**config.mk**
```make
export PLATFORM = sky130hd
export DESIGN_NAME = ksn_top
export DESIGN_NICKNAME = d
export VERILOG_FILES = /design/src/include/ksn_pkg.sv /design/src/verilog/ksn_rate_gen.sv /design/src/verilog/ksn_top.sv
export VERILOG_INCLUDE_DIRS = /design/src /design/src/include
export SDC_FILE = /design/constraint.sdc
export NUM_CORES = 1
export LEC_CHECK = 0
export ABC_AREA = 1
export ABC_CLOCK_PERIOD_IN_PS = 5500
export BUFFER_PORTS_ARGS = -buffer_cell sky130_fd_sc_hd__clkbuf_2
export CORE_AREA = 2 2 141 143
export CTS_BUF_LIST = sky130_fd_sc_hd__clkbuf_8
export DETAILED_ROUTE_END_ITERATION = 6
export DIE_AREA = 0 0 143 145
export PLACE_DENSITY = 0.75
export SLEW_MARGIN = 20
export SYNTH_ARGS = -nofsm -noshare
export SYNTH_HDL_FRONTEND = slang
export SYNTH_HIERARCHICAL = 1
export SYNTH_SLANG_ARGS = --single-unit
```
**constraint.sdc**
```tcl
create_clock -name clk -period 5.5 [get_ports clk]
set_input_delay 0.55 -clock clk [delete_from_list [all_inputs] [get_ports clk]]
set_output_delay 0.55 -clock clk [all_outputs]
set_load 0.02 [all_outputs]
```
**src/include/ksn_consts.svh**
```systemverilog
// constants of the keyboard source and scan nmi block
// assumes inclusion by bare name from the checker and the design modules
`ifndef KSN_CONSTS_SVH
`define KSN_CONSTS_SVH

// register indices, byte address is four times the index
`define KSN_IDX_PORT_DATA   8'h60
`define KSN_IDX_SCAN_CFG    8'h66
`define KSN_IDX_NMI_CTRL    8'h67
`define KSN_IDX_SHADOW      8'h68
`define KSN_IDX_DRIVE       8'h69
`define KSN_IDX_LINES       8'h6a

// field positions of the nmi control and status register
`define KSN_BIT_KEY_FLAG    7
`define KSN_BIT_SCAN_FLAG   6
`define KSN_BIT_TRAP_FLAG   5
`define KSN_BIT_KEY_EN      3
`define KSN_BIT_PER_EN      2
`define KSN_BIT_TRAP_EN     1

// reset values
`define KSN_RST_SCAN_CFG    8'h00
`define KSN_RST_BYTE        8'h00
`define KSN_RST_LINES       24'hffffff
`define KSN_RST_DRIVE       24'h000000

// periodic nmi rates in hz and the clock rate
`define KSN_CLK_HZ          200000000
`define KSN_RATE0_HZ        51
`define KSN_RATE1_HZ        64
`define KSN_RATE2_HZ        85
`define KSN_RATE3_HZ        128
`define KSN_RATE_CYC(hz)    ((`KSN_CLK_HZ) / (hz))
`define KSN_RATE_CNT_W      22

`endif

```
**src/include/ksn_pkg.sv**
```systemverilog
// types shared by the keyboard source and scan nmi block
// assumes ksn_consts.svh on the include path
package ksn_pkg;

  // keyboard scan enable register layout
  typedef struct packed {
    logic [3:0] switches;
    logic       primary_source_select;
    logic       matrix_sense_select;
    logic [1:0] periodic_rate_sel;
  } ksn_scan_cfg_type;

  // enable bits of the nmi control register
  typedef struct packed {
    logic keydown_nmi_enable;
    logic periodic_nmi_enable;
    logic port_b_trap_enable;
  } ksn_nmi_en_type;

  // register decode result
  typedef struct packed {
    logic       hit;
    logic [7:0] index;
  } ksn_decode_type;

  // apb slave phases, one-hot
  typedef enum logic [1:0] {
    KSN_BUS_IDLE = 2'b01,
    KSN_BUS_ACK  = 2'b10
  } ksn_bus_state_type;

endpackage

```
**src/verilog/ksn_rate_gen.sv**
```systemverilog
// periodic tick generator for the scan nmi
// assumes clk, reset and ce of the top; periods given in clock cycles
`timescale 1ns/1ps
`include "ksn_consts.svh"

module ksn_rate_gen
  import ksn_pkg::*;
#(
  parameter logic [`KSN_RATE_CNT_W-1:0] PERIOD0 = 22'(`KSN_RATE_CYC(`KSN_RATE0_HZ)),
  parameter logic [`KSN_RATE_CNT_W-1:0] PERIOD1 = 22'(`KSN_RATE_CYC(`KSN_RATE1_HZ)),
  parameter logic [`KSN_RATE_CNT_W-1:0] PERIOD2 = 22'(`KSN_RATE_CYC(`KSN_RATE2_HZ)),
  parameter logic [`KSN_RATE_CNT_W-1:0] PERIOD3 = 22'(`KSN_RATE_CYC(`KSN_RATE3_HZ))
) (
  input  wire logic       clk,
  input  wire logic       reset,
  input  wire logic       ce,
  input  wire logic [1:0] rate_sel,
  output logic            tick
);

  logic [`KSN_RATE_CNT_W-1:0] cnt_reg;
  logic [`KSN_RATE_CNT_W-1:0] cnt_next;
  logic [`KSN_RATE_CNT_W-1:0] limit;
  logic                       tick_reg;
  logic                       tick_next;

  // free running, so an enable may see a tick at once
  always_comb begin
    case (rate_sel)
      2'b00:   limit = PERIOD0;
      2'b01:   limit = PERIOD1;
      2'b10:   limit = PERIOD2;
      default: limit = PERIOD3;
    endcase
    // >= catches a count left above a shorter new period
    if (cnt_reg >= limit - 22'h000001) begin
      cnt_next  = '0;
      tick_next = 1'b1;
    end else begin
      cnt_next  = cnt_reg + 22'h000001;
      tick_next = 1'b0;
    end
  end

  // counter and tick registers
  always_ff @(posedge clk) begin
    if (reset) begin
      cnt_reg  <= '0;
      tick_reg <= 1'b0;
    end else if (ce) begin
      cnt_reg  <= cnt_next;
      tick_reg <= tick_next;
    end
  end

  assign tick = tick_reg;

endmodule

```
**src/verilog/ksn_top.sv**
```systemverilog
// keyboard source selection and scan nmi logic with an apb register slave
// assumes matrix pins arrive asynchronously and serial bytes come on clk
`timescale 1ns/1ps
`include "ksn_consts.svh"

module ksn_top
  import ksn_pkg::*;
#(
  parameter logic [`KSN_RATE_CNT_W-1:0] PERIOD0_CYC = 22'(`KSN_RATE_CYC(`KSN_RATE0_HZ)),
  parameter logic [`KSN_RATE_CNT_W-1:0] PERIOD1_CYC = 22'(`KSN_RATE_CYC(`KSN_RATE1_HZ)),
  parameter logic [`KSN_RATE_CNT_W-1:0] PERIOD2_CYC = 22'(`KSN_RATE_CYC(`KSN_RATE2_HZ)),
  parameter logic [`KSN_RATE_CNT_W-1:0] PERIOD3_CYC = 22'(`KSN_RATE_CYC(`KSN_RATE3_HZ))
) (
  input  wire logic        clk,
  input  wire logic        reset,
  input  wire logic        ce,
  input  wire logic        psel,
  input  wire logic        penable,
  input  wire logic        pwrite,
  input  wire logic [11:0] paddr,
  input  wire logic [31:0] pwdata,
  output logic      [31:0] prdata,
  output logic             pready,
  output logic             pslverr,
  input  wire logic        serial_char_valid,
  input  wire logic [7:0]  serial_char,
  input  wire logic [23:0] matrix_return_lines,
  input  wire logic [23:0] matrix_drive_in,
  output logic      [23:0] matrix_drive_out,
  output logic      [23:0] matrix_drive_oe,
  output logic             irq1,
  output logic             nmi
);

  // map a byte address onto a register index
  function automatic ksn_decode_type ksn_decode(input logic [11:0] addr);
    ksn_decode_type d;
    d.index = addr[9:2];
    d.hit   = (addr[11:10] == 2'b00) && (addr[1:0] == 2'b00) &&
              ((d.index == `KSN_IDX_PORT_DATA) || (d.index == `KSN_IDX_SCAN_CFG) ||
               (d.index == `KSN_IDX_NMI_CTRL)  || (d.index == `KSN_IDX_SHADOW)   ||
               (d.index == `KSN_IDX_DRIVE)     || (d.index == `KSN_IDX_LINES));
    return d;
  endfunction

  // per-line edge detect between two samples
  function automatic logic [23:0] ksn_edges(input logic [23:0] prev,
                                            input logic [23:0] cur,
                                            input logic        rising);
    return rising ? (cur & ~prev) : (prev & ~cur);
  endfunction

  ksn_bus_state_type bus_state_reg;
  ksn_bus_state_type bus_state_next;
  logic [31:0]       prdata_reg;
  logic [31:0]       prdata_next;
  logic              pslverr_reg;
  logic              pslverr_next;
  logic              pready_reg;
  logic              pready_next;
  ksn_decode_type    dec;
  logic              commit_wr;
  logic [7:0]        wbyte;

  ksn_scan_cfg_type  scan_cfg_reg;
  ksn_scan_cfg_type  scan_cfg_next;
  ksn_nmi_en_type    nmi_en_reg;
  ksn_nmi_en_type    nmi_en_next;
  logic [7:0]        port_data_reg;
  logic [7:0]        port_data_next;
  logic [7:0]        serial_code_reg;
  logic [7:0]        serial_code_next;
  logic [7:0]        shadow_reg;
  logic [7:0]        shadow_next;
  logic [23:0]       drive_reg;
  logic [23:0]       drive_next;

  logic [23:0]       ret_meta_reg;
  logic [23:0]       ret_sync_reg;
  logic [23:0]       ret_prev_reg;
  logic [23:0]       drv_meta_reg;
  logic [23:0]       drv_sync_reg;
  logic [23:0]       drv_prev_reg;

  logic              key_flag_reg;
  logic              key_flag_next;
  logic              scan_flag_reg;
  logic              scan_flag_next;
  logic              irq1_reg;
  logic              irq1_next;
  logic              nmi_reg;
  logic              nmi_next;
  logic [23:0]       drive_oe_reg;
  logic [23:0]       drive_out_reg;

  logic              rate_tick;
  logic              key_cond;
  logic              key_edge;
  logic              key_set;
  logic              scan_set;
  logic [7:0]        ctrl_read;

  // apb slave: one wait state, write commits on the ready edge
  always_comb begin
    dec            = ksn_decode(paddr);
    bus_state_next = bus_state_reg;
    prdata_next    = prdata_reg;
    pslverr_next   = 1'b0;
    pready_next    = 1'b0;
    case (bus_state_reg)
      KSN_BUS_IDLE: begin
        if (psel && penable) begin
          bus_state_next = KSN_BUS_ACK;
          pready_next    = 1'b1;
          pslverr_next   = ~dec.hit;
          prdata_next    = '0;
          if (!pwrite && dec.hit) begin
            case (dec.index)
              // port read follows the selected primary source
              `KSN_IDX_PORT_DATA: prdata_next[7:0] = scan_cfg_reg.primary_source_select ?
                                                     port_data_reg : serial_code_reg;
              `KSN_IDX_SCAN_CFG:  prdata_next[7:0] = scan_cfg_reg;
              `KSN_IDX_NMI_CTRL:  prdata_next[7:0] = ctrl_read;
              `KSN_IDX_SHADOW:    prdata_next[7:0] = shadow_reg;
              `KSN_IDX_DRIVE:     prdata_next[23:0] = drive_reg;
              `KSN_IDX_LINES:     prdata_next[23:0] = ret_sync_reg;
              default:            prdata_next = '0;
            endcase
          end
        end
      end
      KSN_BUS_ACK: begin
        bus_state_next = KSN_BUS_IDLE;
      end
      default: begin
        bus_state_next = KSN_BUS_IDLE;
      end
    endcase
  end

  // write strobe, only at the edge where ready is seen high
  assign commit_wr = (bus_state_reg == KSN_BUS_ACK) && psel && penable && pwrite && dec.hit;
  assign wbyte     = pwdata[7:0];

  // status register view
  always_comb begin
    ctrl_read                     = 8'h00;
    ctrl_read[`KSN_BIT_KEY_FLAG]  = key_flag_reg;
    ctrl_read[`KSN_BIT_SCAN_FLAG] = scan_flag_reg;
    ctrl_read[`KSN_BIT_KEY_EN]    = nmi_en_reg.keydown_nmi_enable;
    ctrl_read[`KSN_BIT_PER_EN]    = nmi_en_reg.periodic_nmi_enable;
    ctrl_read[`KSN_BIT_TRAP_EN]   = nmi_en_reg.port_b_trap_enable;
  end

  // bus registers
  always_ff @(posedge clk) begin
    if (reset) begin
      bus_state_reg <= KSN_BUS_IDLE;
      prdata_reg    <= '0;
      pslverr_reg   <= 1'b0;
      pready_reg    <= 1'b0;
    end else if (ce) begin
      bus_state_reg <= bus_state_next;
      prdata_reg    <= prdata_next;
      pslverr_reg   <= pslverr_next;
      pready_reg    <= pready_next;
    end
  end

  // software-written configuration and data bytes
  always_comb begin
    scan_cfg_next    = scan_cfg_reg;
    nmi_en_next      = nmi_en_reg;
    port_data_next   = port_data_reg;
    serial_code_next = serial_code_reg;
    shadow_next      = shadow_reg;
    drive_next       = drive_reg;
    if (commit_wr) begin
      case (dec.index)
        `KSN_IDX_SCAN_CFG: scan_cfg_next = wbyte;
        `KSN_IDX_NMI_CTRL: begin
          nmi_en_next.keydown_nmi_enable  = wbyte[`KSN_BIT_KEY_EN];
          nmi_en_next.periodic_nmi_enable = wbyte[`KSN_BIT_PER_EN];
          nmi_en_next.port_b_trap_enable  = wbyte[`KSN_BIT_TRAP_EN];
        end
        `KSN_IDX_PORT_DATA: begin
          if (scan_cfg_reg.primary_source_select) begin
            port_data_next = wbyte;
          end else begin
            shadow_next = wbyte;
          end
        end
        `KSN_IDX_SHADOW:   shadow_next = wbyte;
        `KSN_IDX_DRIVE:    drive_next  = pwdata[23:0];
        default:           drive_next  = drive_reg;
      endcase
    end
    // a received byte wins over a host write in the same cycle
    if (serial_char_valid) begin
      if (scan_cfg_reg.primary_source_select) begin
        shadow_next = serial_char;
      end else begin
        serial_code_next = serial_char;
      end
    end
  end

  // configuration registers
  always_ff @(posedge clk) begin
    if (reset) begin
      scan_cfg_reg    <= `KSN_RST_SCAN_CFG;
      nmi_en_reg      <= '0;
      port_data_reg   <= `KSN_RST_BYTE;
      serial_code_reg <= `KSN_RST_BYTE;
      shadow_reg      <= `KSN_RST_BYTE;
      drive_reg       <= `KSN_RST_DRIVE;
    end else if (ce) begin
      scan_cfg_reg    <= scan_cfg_next;
      nmi_en_reg      <= nmi_en_next;
      port_data_reg   <= port_data_next;
      serial_code_reg <= serial_code_next;
      shadow_reg      <= shadow_next;
      drive_reg       <= drive_next;
    end
  end

  // two-stage synchronisers and previous samples for the matrix pins
  always_ff @(posedge clk) begin
    if (reset) begin
      ret_meta_reg <= `KSN_RST_LINES;
      ret_sync_reg <= `KSN_RST_LINES;
      ret_prev_reg <= `KSN_RST_LINES;
      drv_meta_reg <= `KSN_RST_DRIVE;
      drv_sync_reg <= `KSN_RST_DRIVE;
      drv_prev_reg <= `KSN_RST_DRIVE;
    end else if (ce) begin
      ret_meta_reg <= matrix_return_lines;
      ret_sync_reg <= ret_meta_reg;
      ret_prev_reg <= ret_sync_reg;
      drv_meta_reg <= matrix_drive_in;
      drv_sync_reg <= drv_meta_reg;
      drv_prev_reg <= drv_sync_reg;
    end
  end

  // periodic source, free of the scan mode
  ksn_rate_gen #(
    .PERIOD0 (PERIOD0_CYC),
    .PERIOD1 (PERIOD1_CYC),
    .PERIOD2 (PERIOD2_CYC),
    .PERIOD3 (PERIOD3_CYC)
  ) u_rate (
    .clk      (clk),
    .reset    (reset),
    .ce       (ce),
    .rate_sel (scan_cfg_reg.periodic_rate_sel),
    .tick     (rate_tick)
  );

  // keydown sense on the lines the mode selects
  always_comb begin
    if (scan_cfg_reg.matrix_sense_select) begin
      key_cond = |drv_sync_reg;
      key_edge = |ksn_edges(drv_prev_reg, drv_sync_reg, 1'b1);
    end else begin
      key_cond = ~&ret_sync_reg;
      key_edge = |ksn_edges(ret_prev_reg, ret_sync_reg, 1'b0);
    end
  end

  assign key_set  = nmi_en_reg.keydown_nmi_enable && (key_edge || key_cond);
  assign scan_set = nmi_en_reg.periodic_nmi_enable && rate_tick;

  // nmi flags, a set in the clearing cycle wins
  always_comb begin
    key_flag_next  = key_flag_reg;
    scan_flag_next = scan_flag_reg;
    if (commit_wr && dec.index == `KSN_IDX_NMI_CTRL) begin
      if (wbyte[`KSN_BIT_KEY_FLAG]) begin
        key_flag_next = 1'b0;
      end
      if (wbyte[`KSN_BIT_SCAN_FLAG]) begin
        scan_flag_next = 1'b0;
      end
    end
    if (key_set) begin
      key_flag_next = 1'b1;
    end
    if (scan_set) begin
      scan_flag_next = 1'b1;
    end
    nmi_next = key_flag_next || scan_flag_next;
  end

  // irq1 source follows the primary interface
  always_comb begin
    if (scan_cfg_reg.primary_source_select) begin
      irq1_next = commit_wr && (dec.index == `KSN_IDX_PORT_DATA);
    end else begin
      irq1_next = serial_char_valid;
    end
  end

  // event and pin registers
  always_ff @(posedge clk) begin
    if (reset) begin
      key_flag_reg  <= 1'b0;
      scan_flag_reg <= 1'b0;
      nmi_reg       <= 1'b0;
      irq1_reg      <= 1'b0;
      drive_oe_reg  <= `KSN_RST_DRIVE;
      drive_out_reg <= `KSN_RST_DRIVE;
    end else if (ce) begin
      key_flag_reg  <= key_flag_next;
      scan_flag_reg <= scan_flag_next;
      nmi_reg       <= nmi_next;
      irq1_reg      <= irq1_next;
      drive_oe_reg  <= drive_next;
      drive_out_reg <= `KSN_RST_DRIVE; // open drain, only ever pulls low
    end
  end

  assign prdata           = prdata_reg;
  assign pready           = pready_reg;
  assign pslverr          = pslverr_reg;
  assign matrix_drive_out = drive_out_reg;
  assign matrix_drive_oe  = drive_oe_reg;
  assign irq1             = irq1_reg;
  assign nmi              = nmi_reg;

endmodule
```
== After elaboration in Yosys (flattened, before gate mapping) ==
Cells that the tools add are included.

* Register bits after elaboration: 266
* Bits of input ports: 107
* Output and inout bits: 84
* Word-level logic and storage cells: 111

* Add/sub/neg operators: 2
* $lt $le $gt $ge: 1
* Equality and inequality tests: 11
* Multiplexer cells: 29
* Bitwise logic cells: 6
* Reductions and logical operators: 35

{| class="wikitable"
|+ Operators by type and width
! kind !! number
|-
| $mux W24 || 3
|-
| $reduce_or A24 Y1 || 3
|-
| $pmux W22 S3 || 1
|-
| $and A24 B24 Y24 || 2
|-
| $eq A8 B7 Y1 const B || 6
|-
| $not A24 Y24 || 2
|-
| $pmux W8 S6 || 1
|-
| $mux W8 || 5
|-
| $pmux W16 S2 || 1
|-
| $reduce_and A24 Y1 || 1
|-
| $add A22 B1 Y22 const B || 1
|-
| $ge A22 B22 Y1 || 1
|-
| $mux W22 || 1
|-
| $sub A22 B1 Y22 const B || 1
|-
| $pmux W8 S2 || 1
|-
| $reduce_and A3 Y1 || 5
|-
| $mux W1 || 14
|-
| $logic_and A1 B1 Y1 || 12
|-
| $logic_or A1 B1 Y1 || 7
|-
| $logic_not A2 Y1 || 3
|-
| $eq A2 B1 Y1 const B || 2
|-
| $eq A2 B2 Y1 const B || 2
|-
| $mux W2 || 2
|-
| $reduce_and A4 Y1 || 1
|-
| other kinds (4) || 6
|}

== Depth between registers and ports, before layout ==
Gate-level depths: netlist of the first run.

* Depth after elaboration: 12
* Mapped depth: 18
* Mapped depth without buffers: 17

== By module ==
Netlist of the first run, hierarchy kept.

{| class="wikitable"
|+ By module, submodules not included
! module !! instances !! cells each !! area each (um2) !! seq. area each (um2)
|-
| ksn_top || 1 || 1,088 || 7,996.4 || 3,743.6
|-
| ksn_rate_gen || 1 || 254 || 1,796.7 || 460.4
|}

== Least setup slack after synthesis of the first run ==
No wires, ideal clock.

* Path kind: register to register
* From: register scan_cfg_reg[0] (netlist name)
* To: register u_rate.cnt_reg[1]
* Library setup time: 0.064 ns
* Arrival time: 2.137 ns
* Required time: 5.436 ns
* Path slack: 3.299 ns
* Cell stages (with the launch flop): 18
* Path buffers: 1
* Period minus slack after synthesis: 2.201 ns
* Cell sequence: dfxtp_1 -> inv_1 -> ha_1 -> inv_2 -> nor2_1 -> ha_1 -> nand2_1 -> inv_1 -> nand2_1 -> nand2_1 -> nand2_1 -> nand3b_1 -> nand2_1 -> nand3_1 -> nand2_2 -> nand2_4 -> buf_6 -> nor2_1

* Word-level cells in the longest chain between the ends: 5
* Elaborated cells between the ends (all ways): 7
* Those cells by class: add/sub (1); order compare (1); eq/ne (2); mux (2); reduce/logical (1)

{| class="wikitable"
|+ Ends and longest elaborated chain
! what !! line !! RTL
|-
| from (decl) || ksn_top.sv:65 || <nowiki>ksn_scan_cfg_type scan_cfg_reg;</nowiki>
|-
| from (signal assigned) || ksn_top.sv:211 || <nowiki>scan_cfg_reg <= `KSN_RST_SCAN_CFG;</nowiki>
|-
| from (signal assigned) || ksn_top.sv:218 || <nowiki>scan_cfg_reg <= scan_cfg_next;</nowiki>
|-
| $eq A2 B2 Y1, or another cell as far along || ksn_rate_gen.sv:29 || <nowiki>case (rate_sel)</nowiki>
|-
| $pmux W22 S3 (*) || ksn_rate_gen.sv:29 ||
|-
| $sub A22 B1 Y22 (*) || ksn_rate_gen.sv:36 || <nowiki>if (cnt_reg >= limit - 22'h000001) begin</nowiki>
|-
| $ge A22 B22 Y1 (*) || ksn_rate_gen.sv:36 ||
|-
| $mux W22 (*) || ksn_rate_gen.sv:36 ||
|-
| to (signal assigned) || ksn_rate_gen.sv:51 || <nowiki>cnt_reg <= cnt_next;</nowiki>
|-
| to (decl) || ksn_rate_gen.sv:21 || <nowiki>logic [`KSN_RATE_CNT_W-1:0] cnt_reg;</nowiki>
|}

Mark *: on every way between the ends. The rest lies on a longest branch, timed or not.
A chain may end at the register's enable or synchronous reset.

== Worst setup path after layout of the first run ==
* From: register scan_cfg_reg[0] (netlist name)
* To: register u_rate.cnt_reg[20]

The elaborated chain is that of the path after synthesis.

==> results summary, run 1 <==
The run finished with clean final reports. The initial antenna violation count came to 1. The final RePlAce weighted congestion came out at around 0.86. The clock-pin slew reported for the worst setup and hold paths after clock tree synthesis is 60 ps. The number of core rows is 51. The worst vdd rail ir drop is roughly 210 uV. The post-detailed-route via-to-cell ratio is between 5 and 6. The count of endpoints failing hold in the final timing report is 0.

The core box area came out at approximately 0.019 mm^2. The buffer count from post-CTS setup fixing is 0. The largest incremental delay on the critical path came out at roughly 500 ps. The count of distinct cell types in the synthesized netlist came out at between 40 and 50. The cell area after synthesis is about 0.01 mm^2. The power density over the cells is 287 mW/mm^2.

The worst max-slew margin expressed relative to the limit came out at approximately a third. The Yosys step of the flow raised 6 warnings. Setup violations remaining at the end of the flow were counted as 0. Summed over all layers, the routed wires come to between 20,000 and 25,000 um. The worst setup path is captured at a flip-flop. The first-pass GRT wire length came out at roughly 40,000 um. By startpoint and endpoint, the worst setup path is classified as flip-flop to flip-flop.

The floorplan die area is a little over 0.02 mm^2. After the first detailed-routing iteration, the DRC count stood at 630. The share of synthesized area occupied by flip-flops and latches came out at a little over two fifths. The number of top-level pins is 191. The pin count of the biggest net entering global routing came out at 108. The number of buffers on the longest clock path came out at 3.

The count of state elements after synthesis is 210. Sorting the synthesized cells by area gives the leading types as dfxtp_1, o21ai_0, nand2_1. The half-perimeter wire length of the detailed placement result is 16,400 um.

Synthesis produced a netlist whose cell count is 1,342. The most common cell in the netlist is nand2_1. The number of search-and-repair iterations in the first detailed-routing pass is 5. The primary flip-flop cell chosen by synthesis mapping is dfxtp_1. The worst hold path belongs to the class input pin to flip-flop. The residual DRC count is 0. The total CTS buffers is 35. The die span in x is ~140 um. The die boundary height came out at between 100 and 150 um. Traced cell by cell, the critical path runs through inv_1 -> ha_1 -> inv_2 -> nor2_1 -> ha_1 -> nand2_1 -> inv_1 -> nand2_1 -> nand2_1 -> nand2_1 -> nand3b_1 -> nand2_1 -> nand3_1 -> nand2_2 -> nand2_4 -> nor2_1.

The CTS tree is yes. The total of cells resized after clock tree synthesis is 0. The hold-fix buffer count after cts is 0. Data on the critical path is required at its endpoint by approximately 6000 ps. The root buffer cell is clkbuf_8. Among cell families on the critical path, the largest total delay comes from simple AND/OR/NAND/NOR gates. The area growth from synthesis to layout came out at 13.2%. The post-layout minimum cycle time came out at 2760 ps. STA classifies the critical path startpoint as a flip-flop. The leakage power is 5.02 nW.

The cell seen most often among critical-path stages is nand2_1. In this run the critical register-to-register path is launched from scan_cfg_reg[0]. The residual overflow from global routing is 0. The clock latency of the later-clocked register in the worst-skew pair is 530 ps. The clock sink total came out at 210. The combined buffer and inverter count along the critical path came out at 3. The area share of the largest cell type after synthesis came out at a little over two fifths. The starting density of the core is 51.0%. Max-cap violations in this run came to 0. The all-layer global routing usage is between 20% and 30%. The post-synthesis cell type with the largest combined area is dfxtp_1. The H-tree was split into 2 levels. The layout has 1,827 filler cells. The share of post-route cells with drive strength above 1 came out at 16.7%. The achievable frequency came out at 362 MHz. The worst path uses around half of the clock period. The slowest cell on the critical path is dfxtp_1.

The critical path data arrival time came out at 3140 ps. The slew at the pin closest to its max-slew limit came out at approximately 970 ps. The worst hold path begins at matrix_return_lines[20].

Counting flops with an async set or reset pin after synthesis yields a share of 0%. Counting instances in the post-synthesis netlist gives the leading cell types as nand2_1, dfxtp_1, o21ai_0. The highest net fanout along the worst path came out at 22. The total number of nets in the final design came out at 1,587.

The antenna violation net count after detailed routing came out at 0. The setup TNS after final layout came out at 0 ps. The wire length per cell after detailed routing came out at 13.6 um. Setup repair after global routing left no endpoint under its margin.

The minimum setup slack after placement came out at 2550 ps. The clock tree skew after final layout is 39.7 ps. The via count is ~9,000. The number of enable flip-flop cells after synthesis is 0. The final setup slack of the worst path came out at approximately 2700 ps. In this run the mean area of a mapped cell was roughly 7.3 um^2. The launching element of the worst setup path is scan_cfg_reg[0]. The number of global-route vias before repair came to 8,149. The number of buffers inserted by port buffering is 150.

The max-slew violation total from the final report came to 0.
## worst paths after layout
path | endpoint | slack [ps] | cells past startpoint
min | ret_meta_reg[20] | 230 | 3
max reg2reg | u_rate/cnt_reg[20] | 2740 | 16
min reg2reg | drv_sync_reg[14] | 450 | 2
max | u_rate/cnt_reg[20] | 2740 | 16
## cells in the final DEF, fill, tap and decap left out, drive strengths merged, types with 2 or more instances in the layout
cell       n
a21oi    151
a32o       4
buf        6
clkbuf   190
clkinv     9
conb      32
dfxtp    210
ha        24
inv      159
nand2    231
nand3     67
nand4     17
nor2     134
nor3      11
nor4       6
o21ai    176
o21bai     2
o22ai     25
o2bb2ai    2
xnor2      2
xor2      12
## metal layers
metal / up-vias / part of all wire (%) / track usage (%) / routed length [um]
met2: 310 / 45 / 34.4 / 10600
met1: 4075 / 45 / 30.7 / 10600
li1: 4567 / - / - / -
met3: 65 / 6.7 / 4.62 / 1590
met4: 0 / 3.7 / 10.3 / 872
met5: - / 0 / 0 / 0
## through the flow
stage / std cells / power [mW] / hold WS (ps) / cell area (um^2) / util [%]
2_1_floorplan: 1373 / 1.83 / 425 / 9910 / -
3_3_place_gp: 1684 / 1.90 / 440 / 10400 / 54.3
3_5_place_dp: 1684 / 1.91 / 443 / 10400 / 54.3
4_1_cts: 1744 / 3.21 / 198 / 11100 / 57.7
5_1_grt: 1745 / 3.33 / 208 / 11100 / 57.7
6_report: 1745 / 3.18 / 226 / 11100 / 57.7
## area by class of cell
type	instances	area, um^2	share of cell area [%]
multi-input combinational	904	4530	40.9
inverter	150	567	5.11
clock inverter	19	97.6	0.880
timing repair buffer	155	791	7.13
tap	265	332	2.99
antenna	1	2.50	0.0226
sequential	210	4200	37.9
clock buffer	41	564	5.09
## report_power, final
part	switching, mW	internal (mW)	leakage [nW]
sequential	0.0291	1.58	1.72
combinational	0.176	0.0860	2.91
clock	0.625	0.683	0.386
## worst reg2reg max path: stages (launching register included)
cell and delay, ps:
dfxtp_1 500, inv_1 200, ha_1 420, inv_2 130, nor2_1 60, ha_1 310
nand2_1 100, inv_1 60, nand2_1 50, nand2_1 60, nand2_1 50, nand3b_1 80
nand2_1 60, nand3_1 90, nand2_2 70, nand2_4 320, nor2_1 80
## cells by family after synthesis
family / synth area share (%)
and+or+nand+nor: 21.3
AOI/OAI and AO/OA: 19.4
buffers and inverters: 12.0
DFF: 42.9
adders and majority gates: 3.07
xor gates and xnor gates: 1.25
other: 0.0383
muxes: 0.102
Note: power is estimated with default switching activity, not from simulation.
==> inputs of run 2 (changes only) <==
- ABC_AREA: 1 -> 0
- ABC_CLOCK_PERIOD_IN_PS: 5500 -> 2460
- CORE_AREA: 2 2 141 143 -> 2 2 142 144
- DIE_AREA: 0 0 143 145 -> 0 0 144 146
- PLACE_DENSITY: 0.75 -> 0.77
- clock period: 5.5 -> 2.46 ns (I/O delays scaled with it)
==> results summary, run 2 <==
The post-detailed-route via-to-cell ratio is ~5.3. The max-slew violation total from the final report came out at 0. CTS placed an instance of clkbuf_8 at the clock tree root. The number of core rows is 51. Sequential cells were found to cover a little under half of the synthesized design area.

The count of warnings emitted by yosys came out at 6. The primary flip-flop cell chosen by synthesis mapping is dfxtp_1. TritonCTS built the clock tree. The endpoint of the most critical register-to-register path is u_rate/cnt_reg[10]. The total detailed-routing wirelength is 26,800 um.

Cells fill approximately 65% of the core in the end. By area the synthesized netlist is led by dfxtp_1, mux2i_1, nand2_1. The detailed-routed wire length on met3 came out at ~1600 um. The leakage power is between 5 and 6 nW. The worst hold path belongs to the class input pin to flip-flop.

The most common cell after layout, fill and taps aside is dfxtp_1. Setup repair after global routing could not meet its margin everywhere. After layout, the minimum clock period comes to between 2000 and 3000 ps. The highest net fanout along the worst path is 15. The area share of the largest cell type after synthesis came out at a little under half. During I/O placement, the number of pins put on the boundary was 191.

The number of buffers inserted by port buffering is 150. The core box area came out at about 0.019 mm^2. Sorting the synthesized cells by how often they occur yields dfxtp_1, nand2_1, mux2i_1. The share of the cycle needed by the critical path after routing came out at 111%. The starting density of the core is between 50 and 60%.

The detail route stage leaves a number of antenna-violating nets equal to 0. The cell area after synthesis is slightly below 0.01 mm^2. The worst pin sits at a relative slew slack of 51.6%. Prior to clock tree synthesis, the placed netlist has a worst setup slack of -323 ps. The residual overflow from global routing is 0.

The all-layer global routing usage came out at between 20% and 30%. The level count of the clock H-tree is 2. The die boundary height is between 100 and 150 um. The worst setup path is launched from a flip-flop. The storage element area is between 0.004 and 0.005 mm^2. The worst register-to-register path begins at scan_cfg_reg[1]. Setup violations remaining at the end of the flow were counted as 23. In this run, CTS created clock tree buffers numbering 38. The first-pass GRT wire length came out at 41,900 um. The post-synthesis area per instance is 9.11 um^2. Counting distinct cell types in the post-synthesis netlist gives 59. The worst hold path depth came out at 3. At the pin with the least slew margin, the transition time is 726 ps. The number of search-and-repair iterations in the first detailed-routing pass came out at 5. In this run, synthesis inferred 0 flip-flops with an integrated enable. For this run, design rule violations remaining after detail routing come to 0. The final reports fail on setup timing. The final setup slack of the worst path came out at -279 ps. STA classifies the critical path endpoint as a flip-flop. The worst vdd rail ir drop is 554 uV. The fill cell total of the finished layout is approximately 1,500.

The number of instances in the synthesized netlist came out at roughly 1,100. The number of global-route vias before repair was ~8,300. The area of the multi-input gates is roughly 0.005 mm^2. The clock-pin slew reported for the worst setup and hold paths after clock tree synthesis is about 60 ps. The number of cells on the worst reg-to-reg path is 16. The power density over the cells is about 630 mW/mm^2. The path with the worst hold slack has its endpoint at matrix_drive_oe[1]. The met1 routed wirelength after detailed routing is between 10,000 and 15,000 um. The worst hold path begins at pwdata[1]. The max-cap violation count is 0.

The floorplan die area is around 0.021 mm^2. At the end of the flow, the number of nets in the layout was 1,458. Leaving out filler cells and counting taps, the final layout contains ~1,600. The total met2 wirelength after detailed routing came out at roughly 13,000 um. The congestion estimate from routability-driven global placement came to 0.881.

Signal routing reaches up to met4. The required time at the endpoint of the critical path came out at between 2000 and 3000 ps. The worst hold slack is 39.0 ps. No sink is reached through more buffers than the 3 on the longest clock path.

The share of post-route cells with drive strength above 1 is 22.5%. In the layout the commonest cells are dfxtp_1, nand2_1, clkbuf_2, mux2i_1, nor2_1. The critical path is of the flip-flop to flip-flop type.

The wire length per cell after detailed routing is 16.5 um. The tree built by TritonCTS fans out to 223 sinks. The area growth from synthesis to layout came out at 29.0%. The DRC violation total after the first TritonRoute iteration came out at between 500 and 600. The clock latency of the later-clocked register in the worst-skew pair is between 500 and 600 ps. The pin count of the biggest net entering global routing came out at between 90 and 100. The die span in x came out at roughly 140 um. Yosys instantiated no cell more often than dfxtp_1. The post-synthesis cell type with the largest combined area is dfxtp_1. The clock tree skew after final layout came out at around 28 ps. The critical path data arrival time came out at around 3200 ps. The number of placed cells counting well taps came out at 1,465.

After synthesis the netlist holds a flip-flop and latch count of between 200 and 250. The initial antenna violation count came to 1. Summed over all nets, the half-perimeter wirelength after detailed placement is around 18,000 um. The count of endpoints failing hold in the final timing report is 0. The slack of the worst reg-to-reg path is -280 ps. Of all flip-flops after synthesis, the portion carrying an async set or reset was 0%. The achievable frequency came out at around 370 MHz. The run finished, with violations left. The via count is approximately 8,600.
run 2: changes by cell type in the layout (fill, tap and decap cells not counted), moves of 12 or more:
cell           before  now
a21oi_1           151   45
a22o_1              0   21
a22oi_1             0   17
buf_4               6   49
dlygate4sd3_1       0   77
inv_1             153   27
mux2i_1             1  132
nand2_1           224  172
nand3_1            63   17
nor2b_1             0   12
o21ai_0           171   18
o22ai_1            25    5
run 2: layout make-up:
cell class              instances  area share, %
flip-flops and latches        223           35.3
well taps                     265           2.62
inverters                      24          0.811
clock buffers                  52           5.66
multi-input cells             760           38.9
diodes                          1         0.0198
repair buffers                280           15.6
clock inverters                18           1.10
run 2: worst max-delay path by stage:
stage / start / to / slack [ps] / cells after the start
2_1_floorplan: scan_cfg_reg[0] / u_rate/cnt_reg[17] / 2 / 13
3_3_place_gp: scan_cfg_reg[1] / u_rate/cnt_reg[6] / -250 / 13
3_5_place_dp: scan_cfg_reg[1] / u_rate/cnt_reg[4] / -320 / 13
4_1_cts: scan_cfg_reg[0] / u_rate/cnt_reg[12] / -170 / 14
5_1_grt: scan_cfg_reg[1] / u_rate/cnt_reg[6] / -380 / 15
6_report: scan_cfg_reg[1] / u_rate/cnt_reg[10] / -280 / 16
run 2: report_power, final:
part / switching [mW] / leakage (nW) / internal, mW
sequential: 0.0678 / 1.82 / 3.71
combinational: 0.353 / 3.37 / 0.297
clock: 1.49 / 0.474 / 2.11
run 2: metal layers:
| metal | global-route usage, % | up-vias |
|---|---|---|
| li1 | - | 4173 |
| met1 | 31.1 | 4063 |
| met2 | 41.0 | 288 |
| met4 | 12.0 | 0 |
| met3 | 4.94 | 86 |
| met5 | 0 | - |
run 2: cells by family after synthesis:
kind of cell / after synthesis / synth area share (%)
flip-flops: 223 / 45.5
adder cells (fa/ha/maj): 26 / 3.28
AND/OR/NAND/NOR: 387 / 17.4
XOR/XNOR: 20 / 1.79
AO/OA/AOI/OAI: 162 / 11.8
multiplexers: 133 / 13.6
other: 1 / 0.0382
buffers and inverters: 125 / 6.66
run 2: critical path, cell delays in order, from the launching register on:
cell	delay (ps)
dfxtp_4	400
inv_6	50
ha_4	150
nor2_1	100
o211ai_1	140
buf_4	160
buf_4	120
ha_1	160
a21oi_1	140
o21a_1	200
buf_4	130
o211ai_1	120
a211oi_4	290
buf_4	160
o21bai_4	70
buf_12	160
nor2_1	100
run 2: what timing repair did:
item | CTS | global route
resized for setup | 7 | 19
setup buffers | 7 | 3
pin swaps | 3 | 12
setup endpoints to repair | 23 | 23
endpoints found under the hold margin | 79 | 0
hold buffers | 77 | 0
cloned | 0 | 0
run 2: metrics by stage:
stage	instance area [um^2]	power, mW	setup TNS, ps
floorplan	9980	4.23	0
global placement	10900	4.36	-4350
detailed placement	10900	4.38	-5980
CTS	12600	8.07	-3090
global route	12700	8.31	-7960
finish	12700	8.02	-5420
